### src/clk_fs_pkg.sv
// Behaviour
// - on external clock failure select fast internal osc at 1 MHz, set fail flag
// - interrupt raised when fail flag and fail interrupt enable both set
// - after fallback stay internal until a changed request write or a sleep clears fail-safe and the switch succeeds
// - fail-safe clears on reset, sleep, or change of request fields
// - switching to external or pll restarts startup timer; keep running on the current source meanwhile
// - fail-safe clears at the request change, before timer expiry and switch; persisting failure re-flags
// - failure detection only after startup timer expired; timer runs after wake and reset
// - external clock input mode skips startup timer
// - request register: source bits 6-4, divider bits 3-0, bit 7 reads zero
// - source request loaded at reset from reset oscillator setting
// - write with reserved source code is discarded entirely
// - switch allow config low makes request register read-only
// - reset divider is 0010 when source is 110, else 0000
// - current register exposes read-only source and divider, reset equal to request
// - source codes 111 ext, 110 fast, 101 slow, 100 secondary, 010 ext pll, 001 fast pll
// - source codes 011 and 000 behave as 110
// - divider codes 0000-1001 divide by 1..512, 1010-1111 reserved
// - switch hold pauses switch with interrupt at ready; hardware clears hold only when the held switch is abandoned
// - secondary osc power bit: 1 high power, 0 low power
// - switch done reads 1 when current equals request, 0 during switch
// - new ready reads 1 only while switching and requested osc ready
// - monitor sample clock is slow internal osc divided by 64
// - latch set by falling ext clock, cleared by rising sample; no low for half-cycle fails
// - on switch completion update current, set switch done, clear new ready
package clk_fs_pkg;
  // ----------------------------------------
  // register map (byte addresses)
  // ----------------------------------------
  localparam logic [3:0] ADDR_REQ     = 4'h0;
  localparam logic [3:0] ADDR_CUR     = 4'h4;
  localparam logic [3:0] ADDR_HSK     = 4'h8;
  localparam logic [3:0] ADDR_FAIL    = 4'hc;
  // ----------------------------------------
  // field positions
  // ----------------------------------------
  localparam int SRC_LSB   = 4;
  localparam int HOLD_BIT  = 7;
  localparam int SPWR_BIT  = 6;
  localparam int DONE_BIT  = 4;
  localparam int NRDY_BIT  = 3;
  localparam int FFLAG_BIT = 0;
  localparam int FIE_BIT   = 1;
  localparam int FSAFE_BIT = 2;
  // ----------------------------------------
  // source codes and reset values
  // ----------------------------------------
  localparam logic [2:0] SRC_EXT    = 3'h7;
  localparam logic [2:0] SRC_FAST   = 3'h6;
  localparam logic [2:0] SRC_SLOW   = 3'h5;
  localparam logic [2:0] SRC_SEC    = 3'h4;
  localparam logic [2:0] SRC_RSV3   = 3'h3;
  localparam logic [2:0] SRC_EXTPLL = 3'h2;
  localparam logic [2:0] SRC_FSTPLL = 3'h1;
  localparam logic [2:0] SRC_RSV0   = 3'h0;
  localparam logic [3:0] DIV_FAST_RST = 4'h2;
  localparam logic [3:0] DIV_RST      = 4'h0;
  localparam logic [3:0] DIV_MAX      = 4'h9;
  localparam logic [3:0] DIV_1MHZ     = 4'h2;  // fast osc runs at 4 MHz nominal after reset
  // ----------------------------------------
  // timing
  // ----------------------------------------
  localparam int SAMPLE_DIV   = 64;
  localparam int SAMPLE_HALF  = SAMPLE_DIV / 2;
  localparam int OST_CYCLES   = 1024;
  typedef enum logic [2:0] {
    ST_IDLE = 3'b001,
    ST_WAIT = 3'b010,
    ST_HOLD = 3'b100
  } sw_state_t;
endpackage : clk_fs_pkg

### src/clk_fail_safe.sv
`timescale 1ns/10ps
`default_nettype none
module clk_fail_safe
  import clk_fs_pkg::*;
(
  input  wire logic       clk_i,
  input  wire logic       rst_i,
  input  wire logic [3:0] adr_i,
  input  wire logic [7:0] dat_i,
  output logic      [7:0] dat_o,
  input  wire logic       we_i,
  input  wire logic       sel_i,
  input  wire logic       cyc_i,
  input  wire logic       stb_i,
  output logic            ack_o,
  input  wire logic [2:0] reset_osc_select_i,
  input  wire logic       switch_allow_cfg_i,
  input  wire logic       ext_clock_input_mode_i,
  input  wire logic       sleep_i,
  input  wire logic       ext_clk_pin_i,
  input  wire logic       slow_osc_pin_i,
  input  wire logic [7:0] osc_ready_i,
  output logic      [2:0] current_source_o,
  output logic      [3:0] current_divider_o,
  output logic            secondary_osc_power_o,
  output logic            osc_fail_irq_o,
  output logic            switch_irq_o
);
  // ----------------------------------------
  // pin synchronisers
  // ----------------------------------------
  logic [1:0] ext_s_r;
  logic [1:0] slow_s_r;
  logic       ext_d_r;
  logic       slow_d_r;
  // two flops before anything looks at the pins
  always_ff @(posedge clk_i)
  begin
    ext_s_r  <= {ext_s_r[0], ext_clk_pin_i};
    slow_s_r <= {slow_s_r[0], slow_osc_pin_i};
    ext_d_r  <= ext_s_r[1];
    slow_d_r <= slow_s_r[1];
  end
  wire ext_fall  = ext_d_r & ~ext_s_r[1];
  wire slow_rise = ~slow_d_r & slow_s_r[1];

  // ----------------------------------------
  // registers
  // ----------------------------------------
  logic [2:0] new_source_request_r;
  logic [3:0] new_divider_request_r;
  logic [2:0] current_source_r;
  logic [3:0] current_divider_r;
  logic       switch_hold_r;
  logic       secondary_osc_power_r;
  logic       osc_fail_flag_r;
  logic       osc_fail_irq_enable_r;
  logic       fail_safe_r;
  logic       ost_done_r;
  logic [10:0] ost_cnt_r;
  logic [5:0] samp_div_r;
  logic       fail_latch_r;
  logic       por_r;
  logic       fail_det;
  logic       switch_irq_r;
  sw_state_t  state_r;

  // bus strobes: single-cycle answer
  wire req_w = cyc_i & stb_i & ~ack_o;
  wire wr_w  = req_w & we_i & sel_i;
  wire wr_req  = wr_w & (adr_i == ADDR_REQ);
  wire wr_hsk  = wr_w & (adr_i == ADDR_HSK);
  wire wr_fail = wr_w & (adr_i == ADDR_FAIL);
  wire src_rsv = (dat_i[6:4] == SRC_RSV3) | (dat_i[6:4] == SRC_RSV0);
  wire req_take = wr_req & switch_allow_cfg_i & ~src_rsv;
  wire req_chg  = req_take & (dat_i[6:0] != {new_source_request_r, new_divider_request_r});

  // reserved codes act as the fast internal code
  function automatic logic [2:0] eff_src(input logic [2:0] s);
    eff_src = ((s == SRC_RSV3) || (s == SRC_RSV0)) ? SRC_FAST : s;
  endfunction : eff_src
  function automatic logic is_ext(input logic [2:0] s);
    is_ext = (s == SRC_EXT) || (s == SRC_EXTPLL);
  endfunction : is_ext
  function automatic logic needs_ost(input logic [2:0] s);
    needs_ost = is_ext(s) || (s == SRC_FSTPLL);
  endfunction : needs_ost

  // the requested oscillator's ready line, indexed by its code
  wire tgt_ready = osc_ready_i[eff_src(new_source_request_r)];
  wire pending   = {new_source_request_r, new_divider_request_r} !=
                   {current_source_r, current_divider_r};
  // a request to external waits on the startup timer as well
  wire tgt_ok    = tgt_ready & (~needs_ost(new_source_request_r) | ost_done_r);

  // ----------------------------------------
  // request register
  // ----------------------------------------
  // por_r marks the first cycle out of reset, when the strap is sampled
  always_ff @(posedge clk_i)
  begin
    if (rst_i)
      por_r <= 1'b1;
    else
      por_r <= 1'b0;
  end
  always_ff @(posedge clk_i)
  begin
    if (rst_i)
    begin
      new_source_request_r  <= SRC_FAST;
      new_divider_request_r <= DIV_FAST_RST;
    end
    else if (por_r)
    begin
      new_source_request_r  <= reset_osc_select_i;
      new_divider_request_r <= (reset_osc_select_i == SRC_FAST) ? DIV_FAST_RST
                                                                 : DIV_RST;
    end
    else if (req_take)
    begin
      new_source_request_r  <= dat_i[6:4];
      new_divider_request_r <= dat_i[3:0];
    end
  end

  // ----------------------------------------
  // switch sequencer
  // ----------------------------------------
  // current selection follows the request only on a completed switch
  always_ff @(posedge clk_i)
  begin
    if (rst_i)
    begin
      state_r           <= ST_IDLE;
      current_source_r  <= SRC_FAST;
      current_divider_r <= DIV_FAST_RST;
      switch_irq_r      <= 1'b0;
    end
    else if (por_r)
    begin
      current_source_r  <= reset_osc_select_i;
      current_divider_r <= (reset_osc_select_i == SRC_FAST) ? DIV_FAST_RST : DIV_RST;
    end
    else if (fail_det)
    begin
      current_source_r  <= SRC_FAST;
      current_divider_r <= DIV_1MHZ;
      state_r           <= ST_IDLE;
      switch_irq_r      <= 1'b0;
    end
    else
    begin
      switch_irq_r <= 1'b0;
      case (state_r)
        ST_IDLE:
          if (pending && !sleep_i && !(fail_safe_r && !req_chg))
            state_r <= ST_WAIT;
        ST_WAIT:
          if (!pending || sleep_i)
            state_r <= ST_IDLE;  // abandoned, or sleep cancels it
          else if (tgt_ok)
          begin
            switch_irq_r <= 1'b1;
            if (switch_hold_r)
              state_r <= ST_HOLD;
            else
            begin
              current_source_r  <= new_source_request_r;
              current_divider_r <= new_divider_request_r;
              state_r           <= ST_IDLE;
            end
          end
        ST_HOLD:
          if (!pending || sleep_i)
            state_r <= ST_IDLE;
          else if (!switch_hold_r && tgt_ok)
          begin
            current_source_r  <= new_source_request_r;
            current_divider_r <= new_divider_request_r;
            state_r           <= ST_IDLE;
          end
        default:
          state_r <= ST_IDLE;
      endcase
    end
  end

  // ----------------------------------------
  // handshake bits
  // ----------------------------------------
  // hold is cleared by hardware when a held switch is abandoned (request equals current again)
  always_ff @(posedge clk_i)
  begin
    if (rst_i)
    begin
      switch_hold_r         <= 1'b0;
      secondary_osc_power_r <= 1'b0;
    end
    else
    begin
      if (wr_hsk)
        secondary_osc_power_r <= dat_i[SPWR_BIT];
      if (state_r == ST_HOLD && !pending)
        switch_hold_r <= 1'b0;
      else if (wr_hsk)
        switch_hold_r <= dat_i[HOLD_BIT];
    end
  end
  wire switch_done = ~pending;
  wire new_ready   = (state_r != ST_IDLE) & tgt_ok;

  // ----------------------------------------
  // startup timer
  // ----------------------------------------
  // restarted by reset, sleep and any switch toward an external or pll source
  wire ost_restart = sleep_i | (req_take & needs_ost(dat_i[6:4]));
  always_ff @(posedge clk_i)
  begin
    if (rst_i)
    begin
      ost_cnt_r  <= 11'h000;
      ost_done_r <= 1'b0;
    end
    else if (ext_clock_input_mode_i)
      ost_done_r <= 1'b1;
    else if (ost_restart)
    begin
      ost_cnt_r  <= 11'h000;
      ost_done_r <= 1'b0;
    end
    else if (!ost_done_r)
    begin
      ost_cnt_r <= ost_cnt_r + 11'h001;
      if (ost_cnt_r == 11'(OST_CYCLES - 1))
        ost_done_r <= 1'b1;
    end
  end

  // ----------------------------------------
  // failure monitor
  // ----------------------------------------
  // sample clock is the slow osc divided by 64, built from its edges
  always_ff @(posedge clk_i)
  begin
    if (rst_i)
    begin
      samp_div_r <= 6'h00;
    end
    else if (slow_rise)
    begin
      samp_div_r <= samp_div_r + 6'h01;
    end
  end
  wire samp_rise = slow_rise & (samp_div_r == 6'(SAMPLE_DIV - 1));
  wire samp_fall = slow_rise & (samp_div_r == 6'(SAMPLE_HALF - 1));
  // latch set on falling ext edge, cleared on rising sample edge
  always_ff @(posedge clk_i)
  begin
    if (rst_i)
      fail_latch_r <= 1'b0;
    else if (ext_fall)
      fail_latch_r <= 1'b1;
    else if (samp_rise)
      fail_latch_r <= 1'b0;
  end
  // only judged while running externally, timer expired, not already failed
  assign fail_det = samp_fall & ~fail_latch_r & ost_done_r & ~fail_safe_r &
                    is_ext(current_source_r) & ~por_r;

  // ----------------------------------------
  // fail-safe condition and fail flag
  // ----------------------------------------
  always_ff @(posedge clk_i)
  begin
    if (rst_i)
      fail_safe_r <= 1'b0;
    else if (fail_det)
      fail_safe_r <= 1'b1;
    else if (sleep_i || req_chg)
      fail_safe_r <= 1'b0;
    else if (is_ext(current_source_r) && ost_done_r && !pending)
      fail_safe_r <= 1'b0;
  end
  // set wins over a same-cycle software clear
  always_ff @(posedge clk_i)
  begin
    if (rst_i)
    begin
      osc_fail_flag_r       <= 1'b0;
      osc_fail_irq_enable_r <= 1'b0;
    end
    else
    begin
      if (fail_det)
        osc_fail_flag_r <= 1'b1;
      else if (wr_fail && !dat_i[FFLAG_BIT])
        osc_fail_flag_r <= 1'b0;
      if (wr_fail)
        osc_fail_irq_enable_r <= dat_i[FIE_BIT];
    end
  end

  // ----------------------------------------
  // bus read and outputs
  // ----------------------------------------
  always_ff @(posedge clk_i)
  begin
    if (rst_i)
    begin
      ack_o <= 1'b0;
      dat_o <= 8'h00;
    end
    else
    begin
      ack_o <= req_w;
      dat_o <= 8'h00;
      if (req_w && !we_i)
        case (adr_i)
          ADDR_REQ:  dat_o <= {1'b0, new_source_request_r, new_divider_request_r};
          ADDR_CUR:  dat_o <= {1'b0, current_source_r, current_divider_r};
          ADDR_HSK:  dat_o <= {switch_hold_r, secondary_osc_power_r, 1'b0, switch_done,
                               new_ready, 3'h0};
          ADDR_FAIL: dat_o <= {5'h00, fail_safe_r, osc_fail_irq_enable_r, osc_fail_flag_r};
          default:   dat_o <= 8'h00;
        endcase
    end
  end
  assign current_source_o      = current_source_r;
  assign current_divider_o     = current_divider_r;
  assign secondary_osc_power_o = secondary_osc_power_r;
  assign osc_fail_irq_o        = osc_fail_flag_r & osc_fail_irq_enable_r;
  assign switch_irq_o          = switch_irq_r;

  // ----------------------------------------
  // checks
  // ----------------------------------------
  fail_to_fast_a: assert property (@(posedge clk_i) disable iff (rst_i)
    fail_det |=> (current_source_r == SRC_FAST) && osc_fail_flag_r && fail_safe_r)
    else $error("failure did not select fast osc");
  fail_irq_a: assert property (@(posedge clk_i) disable iff (rst_i)
    (fail_det && osc_fail_irq_enable_r && !wr_fail) |=> osc_fail_irq_o)
    else $error("fail interrupt not raised");
  reserved_drop_a: assert property (@(posedge clk_i) disable iff (rst_i || por_r)
    (wr_req && src_rsv) |=> $stable(new_source_request_r) && $stable(new_divider_request_r))
    else $error("reserved write changed request");
  locked_req_a: assert property (@(posedge clk_i) disable iff (rst_i || por_r)
    !switch_allow_cfg_i |=> $stable(new_source_request_r))
    else $error("locked request changed");
  done_bit_a: assert property (@(posedge clk_i) disable iff (rst_i)
    (state_r != ST_IDLE) |-> !switch_done || $past(req_take))
    else $error("switch active while done reads set");
  hold_pause_a: assert property (@(posedge clk_i) disable iff (rst_i || fail_det)
    (state_r == ST_HOLD && switch_hold_r) |=> $stable(current_source_r))
    else $error("held switch moved");
  sleep_clear_a: assert property (@(posedge clk_i) disable iff (rst_i)
    (sleep_i && !fail_det) |=> !fail_safe_r && (!ost_done_r || ext_clock_input_mode_i))
    else $error("sleep did not clear fail-safe");
  flag_sticky_a: assert property (@(posedge clk_i) disable iff (rst_i)
    (osc_fail_flag_r && !wr_fail) |=> osc_fail_flag_r)
    else $error("fail flag dropped without software");
  no_early_fail_a: assert property (@(posedge clk_i) disable iff (rst_i)
    (ost_restart && !ext_clock_input_mode_i) |=> !ost_done_r && !fail_det)
    else $error("timer not restarted before judging");
  switch_update_a: assert property (@(posedge clk_i) disable iff (rst_i)
    (state_r == ST_WAIT && pending && !sleep_i && tgt_ok && !switch_hold_r && !fail_det) |=>
      (current_source_r == $past(new_source_request_r)) &&
      (current_divider_r == $past(new_divider_request_r)) && !new_ready)
    else $error("completed switch did not update current");
  stay_internal_a: assert property (@(posedge clk_i) disable iff (rst_i)
    (fail_safe_r && !req_chg && !is_ext(current_source_r)) |=> !is_ext(current_source_r))
    else $error("fail-safe left the internal source");
endmodule : clk_fail_safe
`default_nettype wire

### config.mk
export PLATFORM = sky130hd
export DESIGN_NAME = clk_fail_safe
export DESIGN_NICKNAME = d
export VERILOG_FILES = /design/src/clk_fs_pkg.sv /design/src/clk_fail_safe.sv
export SDC_FILE = /design/constraint.sdc
export NUM_CORES = 1
export LEC_CHECK = 0
export ABC_CLOCK_PERIOD_IN_PS = 2500
export BUFFER_PORTS_ARGS = -buffer_cell sky130_fd_sc_hd__buf_4
export CAP_MARGIN = 15
export CORE_MARGIN = 8
export CORE_UTILIZATION = 55
export CTS_CLUSTER_SIZE = 14
export DETAILED_ROUTE_END_ITERATION = 10
export GPL_TIMING_DRIVEN = 0
export PLACE_DENSITY = 0.79
export SKIP_LAST_GASP = 1
export SYNTH_ARGS = -nofsm -noshare
export SYNTH_HDL_FRONTEND = slang
export SYNTH_SLANG_ARGS = --single-unit
### constraint.sdc
create_clock -name clk_i -period 2.5 [get_ports clk_i]
set_input_delay 0.125 -clock clk_i [delete_from_list [all_inputs] [get_ports clk_i]]
set_output_delay 0.125 -clock clk_i [all_outputs]
set_load 0.02 [all_outputs]
Yosys cells after proc, flatten, opt, wreduce, memory -nomap -nowiden
Index checks and enable logic that the tools add are counted.
W data, S select, Z words.
{"block": "totals", "regBits": 58, "input_bits": 34, "word_cells": 182}
{"block": "op_classes", "n_addsub": 2, "order_cmp": 1, "eq_ne": 32, "n_mux": 51, "bitwise_logic": 37, "n_reduce_logical": 37}
{"op": "$mux W3", "n": 17}
{"op": "$mux W4", "n": 9}
{"op": "$pmux W8 S4", "n": 1}
{"op": "$ne A4 B4 Y1 const B", "n": 7}
{"op": "$and A1 B1 Y1", "n": 23}
{"op": "$mux W11", "n": 2}
{"op": "$eq A3 B2 Y1 const B", "n": 6}
{"op": "$mux W1", "n": 17}
{"op": "$eq A3 B3 Y1 const B", "n": 5}
{"op": "$ne A7 B7 Y1", "n": 2}
{"op": "$add A11 B1 Y11 const B", "n": 1}
{"op": "$eq A11 B10 Y1 const B", "n": 1}
{"op": "$not A1 Y1", "n": 11}
{"op": "$eq A3 B1 Y1 const B", "n": 3}
{"op": "$logic_and A1 B1 Y1", "n": 9}
{"op": "$pmux W3 S3", "n": 1}
{"op": "$eq A4 B4 Y1 const B", "n": 2}
{"op": "$logic_or A1 B1 Y1", "n": 8}
{"op": "$pmux W4 S2", "n": 1}
{"op": "$logic_not A1 Y1", "n": 7}
{"op": "$add A6 B1 Y6 const B", "n": 1}
{"op": "$eq A6 B5 Y1 const B", "n": 1}
{"op": "$eq A6 B6 Y1 const B", "n": 1}
{"op": "$logic_not A3 Y1", "n": 2}
{"op": "17 further kinds", "n": 22}

Logic depth before layout (Yosys ltp)
{"block": "depth", "word_depth": 15, "mapped_depth": 9}

Worst setup path after synthesis
OpenSTA, ideal clock, no wires.
{"block": "synth_timing", "path_type": "reg2reg", "start": "reg current_source_r[2], in the netlist current_source_o[2]", "end": "reg current_divider_r[1], in the netlist current_divider_o[1]", "setup_ns": 0.120, "t_arrival_ns": 1.904, "required_time_ns": 2.380, "path_slack_ns": 0.476, "stages_incl_launch_ff": 9, "period_less_slack_ns": 2.024, "path_cell_list": "dfxtp_1 > xnor2_1 > nand4_1 > o41a_1 > and3_1 > buf_6 > nor2_2 > a21oi_1 > a211o_1"}
{"block": "synth_between", "elab_chain_cells": 6}
{"element": "start, declared", "line_no": "clk_fail_safe.sv:52", "source": "logic [2:0] current_source_r;"}
{"element": "start signal, assigned", "line_no": "clk_fail_safe.sv:142", "source": "current_source_r <= reset_osc_select_i;"}
{"element": "start signal, assigned", "line_no": "clk_fail_safe.sv:169", "source": "current_source_r <= new_source_request_r;"}
{"element": "start signal, assigned", "line_no": "clk_fail_safe.sv:179", "source": "current_source_r <= new_source_request_r;"}
{"element": "$eq A3 B3 Y1 or $eq A3 B2 Y1 (tied branches)", "line_no": "clk_fail_safe.sv:83", "source": "is_ext = (s == SRC_EXT) || (s == SRC_EXTPLL);"}
{"element": "$logic_or A1 B1 Y1", "line_no": "clk_fail_safe.sv:83"}
{"element": "$and A1 B1 Y1", "line_no": "clk_fail_safe.sv:268", "source": "assign fail_det = samp_fall & ~fail_latch_r & ost_done_r & ~fail_safe_r &"}
{"element": "$and A1 B1 Y1", "line_no": "clk_fail_safe.sv:269", "source": "is_ext(current_source_r) & ~por_r;"}
{"element": "$ne A4 B4 Y1 (no line), or another cell as far along"}
{"element": "$reduce_and A6 Y1 (no line) or $mux W4 (tied branches)"}
{"element": "end signal, assigned", "line_no": "clk_fail_safe.sv:143", "source": "current_divider_r <= (reset_osc_select_i == SRC_FAST) ? DIV_FAST_RST : DIV_RST;"}
{"element": "end signal, assigned", "line_no": "clk_fail_safe.sv:170", "source": "current_divider_r <= new_divider_request_r;"}
{"element": "end signal, assigned", "line_no": "clk_fail_safe.sv:180", "source": "current_divider_r <= new_divider_request_r;"}
{"element": "end, declared", "line_no": "clk_fail_safe.sv:53", "source": "logic [3:0] current_divider_r;"}
Parallel ways exist; a longest one is shown, timed or not.
A chain may end at the register's enable or synchronous reset.

Worst setup path in the final report
{"block": "layout_timing", "start": "reg new_source_request_r[2]", "end": "reg current_divider_r[1], in the netlist current_divider_o[1]"}
{"block": "layout_between", "elab_chain_cells": 9}
{"element": "start, declared", "line_no": "clk_fail_safe.sv:50", "source": "logic [2:0] new_source_request_r;"}
{"element": "start signal, assigned", "line_no": "clk_fail_safe.sv:116", "source": "new_source_request_r <= reset_osc_select_i;"}
{"element": "start signal, assigned", "line_no": "clk_fail_safe.sv:122", "source": "new_source_request_r <= dat_i[6:4];"}
{"element": "$eq A3 B2 Y1, or another cell as far along", "line_no": "clk_fail_safe.sv:80", "source": "eff_src = ((s == SRC_RSV3) || (s == SRC_RSV0)) ? SRC_FAST : s;"}
{"element": "$logic_or A1 B1 Y1, on equally long branches", "line_no": "clk_fail_safe.sv:80, clk_fail_safe.sv:83"}
{"element": "$mux W3 or $logic_or A1 B1 Y1 (tied branches)", "line_no": "clk_fail_safe.sv:80, clk_fail_safe.sv:86"}
{"element": "$bmux W1 S3 or $not A1 Y1 (tied branches)", "line_no": "clk_fail_safe.sv:90, clk_fail_safe.sv:94"}
{"element": "$mux W1 (implied by the code) or $or A1 B1 Y1 (tied branches)", "line_no": "clk_fail_safe.sv:90, clk_fail_safe.sv:94"}
{"element": "$and A1 B1 Y1", "line_no": "clk_fail_safe.sv:94", "source": "wire tgt_ok = tgt_ready & (~needs_ost(new_source_request_r) | ost_done_r);"}
{"element": "$logic_and A1 B1 Y1", "line_no": "clk_fail_safe.sv:177", "source": "else if (!switch_hold_r && tgt_ok)"}
{"element": "$ne A4 B4 Y1 (no line)"}
{"element": "$reduce_and A6 Y1 (no line) *"}
Mark *: on every way between the ends. The rest lies on a longest branch, timed or not. The select of a mux whose other input is x is not followed.

==> results_dict.tcl <==
set metrics [dict create \
    period_needed_ns 2.26 \
    drive_gt1_share_pct 22.8 \
    p_clk_share_pct 45.8 \
    synth_edf_count 0 \
    status "finished, final reports clean" \
    core_sq_um 5110 \
    synth_area_leader_cell "dfxtp_1" \
    maxCapViolations 0 \
    cts_root_buffer "clkbuf_8" \
    cp.required_ns 2.74 \
    critPathMaxFanout 10 \
    initialDrtViolationCount 146 \
    synth_ff_type "dfxtp_1" \
    yosysTopAreaCellShare_pct 40.1 \
    min_path_type "in -> reg" \
    yosys_register_bits 58 \
    tightest_slew_ns 0.596 \
    antenna_left 0 \
    hold_viol 0 \
    clkTransAtPathRegs_ns 0.07 \
    rsz0062_at_grt "no" \
    avgRoutedWirePerCell_um 15.5 \
    ctsResizeCount 0 \
    place_congestion 0.850 \
    finalSetupViolCount 0 \
    slowest_delay_ns 0.45 \
    p_leak_nw 1.47 \
    layout_common_cells "dfxtp_1, buf_4, nor2_1, mux2i_1, nand2_1" \
    internal-power_mw 1.76 \
    synth.cell_area_sq_um 2900 \
    sw_frac_of_total_pct 25.0 \
    yosys_warnings 0 \
    drt_drc_violations_left 0 \
    powerDensity_nw_per_um2 645 \
    synthTopCellsByArea "dfxtp_1, mux2i_1, nor2_1, xor2_1, xnor2_1" \
    maxSlewViolCount 0 \
    synth_nets 357 \
    p_comb_share_pct 12.3 \
    avgSynthCellArea_sq_um 9.02 \
    max_freq_mhz 442 \
    critPathCaptureType "register" \
    die_x_um 88.6 \
    synthToLayoutAreaGrowth_pct 25.6 \
    post-cts-setup-buffer-count 0 \
    vdd_drop_max_mv 0.482 \
    syn-instance-count 321 \
    clock-sinks 58 \
    initial_utilization_pct 56.7 \
    finalCritPeriodShare_pct 90.4 \
    path_class "reg -> reg" \
    dpl_worst_slack_ns 0.248 \
    port_buffers 50 \
    use_met2_pct 33.1 \
    die-height_um 88.6 \
    diodes 0 \
    grt_use_met3_pct 5.57 \
    setup_tns_ns 0 \
    use_met1_pct 21.7 \
    power_switching_mw 0.586 \
    relSlewSlack_pct 59.9 \
    async_reset_ff_share_pct 0 \
    wl_mm 7.15 \
    h-tree-depth 3 \
    clock_latency_ns 0.35 \
    cts_made_buffers 9 \
    via_per_inst 5.55 \
    cts_buffer_depth 2 \
    grt_max_degree 13 \
    grt_usage_pct 19.4 \
    core.rowCount 26 \
    cp_cell_sequence "buf_6 -> xnor2_1 -> nand4_1 -> o41a_1 -> and3_1 -> buf_6 -> nor2_2 -> a21oi_1 -> a211o_1" \
    ys_types 50 \
    start_kind "register" \
    grt_first_pass_wirelength_mm 11.6 \
    die-area_sq_um 7840 \
    nets 421 \
    slowest_stage "o41a_1" \
    dp_hpwl_mm 5.29 \
    fin_ws_ns 0.240 \
    cts_tree "yes" \
    crit_path_frequent_cell "buf_6" \
    synth-seq-area-share_pct 40.1 \
    grt_pass1_vias 2496 \
    busiest_layer "met2" \
    antenna_found_initial 0 \
    drtPass1Iterations 4 \
    finClkSkew_ns 0.00828 \
    final_common_cell "dfxtp_1" \
    grt_remaining_overflow 0 \
    io_pins 53 \
    via_count 2555 \
    crit_arrival_ns 2.50 \
    power_frac_seq_pct 41.8 \
]
power by group through the flow:
stage               combinational (mW)  clock [mW]  sequential [mW]
floorplan                        0.179           0             1.00
global placement                 0.278           0             1.00
detailed placement               0.282           0             1.00
CTS                              0.289        1.09            0.980
global route                     0.316        1.14            0.984
finish                           0.290        1.08            0.981
layout make-up:
type                            count  area, sq um
Multi-Input combinational cell    244         1640
Fill cell                         401         1470
Sequential cell                    58         1160
Timing Repair Buffer               53          405
Clock buffer                        9          124
Clock inverter                      7          124
Tap cell                           70         87.6
Buffer                             14         78.8
Inverter                            5         18.8
metal layers:
metal	vias to the layer above	share of wire [%]	routed length, um
li1	1264	-	-
met3	15	6.7	481
met5	-	0	0
met4	0	2.1	150
met2	55	50	3550
met1	1221	41	2960
repair_timing:
action	CTS	global route
hold endpoints to repair	3	0
hold buffers	3	0
endpoints found under the setup margin	0	0
synth_stat cells, types with 2 or more instances:
library cell / number
nor4_1: 3
nand2b_1: 5
a21oi_1: 16
nor3_1: 13
nor3b_1: 2
or3_1: 2
buf_6: 3
a22oi_1: 2
a31oi_1: 5
nand3b_1: 3
mux2i_1: 23
nor3b_2: 2
dfxtp_1: 58
nor2b_1: 7
o21bai_1: 3
nand4_1: 10
nand3_1: 6
a211o_1: 2
and2_1: 5
and3_1: 7
clkbuf_1: 8
buf_2: 3
xor2_1: 15
o21ai_0: 13
o41a_1: 2
xnor2_1: 14
inv_1: 5
nand2_1: 18
a211oi_1: 2
ha_1: 2
nor2_1: 43
worst max-delay path, delay by kind of cell, from the launching register on:
family                    cells  cell delay (ns)
AOI/OAI and AO/OA             3             0.77
xor gates and xnor gates      1             0.13
DFF                           1             0.37
and+or+nand+nor               3             0.57
buffers and inverters         2             0.31
registers in the layout, indices dropped and copies added (netlist names), 2 cells and up:
name,count
current_source_o,3
new_source_request_r,3
ost_cnt_r,11
ext_s_r,2
slow_s_r,2
state_r,3
current_divider_o,4
dat_o,8
new_divider_request_r,4
samp_div_r,6
per-stage QoR:
stage	power (mW)	cells	cell area (sq um)	hold slack, ns	util, %
floorplan	1.18	321	2900	0.153	-
global placement	1.28	441	3360	0.230	65.8
detailed placement	1.28	441	3360	0.230	65.8
CTS	2.36	460	3640	0.0467	71.2
global route	2.44	460	3640	0.0659	71.2
finish	2.35	460	3640	0.0518	71.2
cells by family (layout without fill, tap and decap cells):
family,Yosys count,count (layout),share of synthesized area [%]
fa+ha+maj,2,2,0.864
simple gates,134,134,24.9
compound gates,54,54,12.7
buf+inv,19,88,3.37
mux,25,25,9.24
xor+xnor,29,29,8.77
flops,58,58,40.1
path summary, 6_finish.rpt:
path                            from                      end  slack, ns  cells after the start
max          new_source_request_r[2]     current_divider_o[1]       0.24                      9
min            reset_osc_select_i[1]  new_source_request_r[1]       0.05                      3
max reg2reg  new_source_request_r[2]     current_divider_o[1]       0.24                      9
min reg2reg               ext_s_r[0]               ext_s_r[1]       0.33                      0
Power figures use the tool's default switching activity.
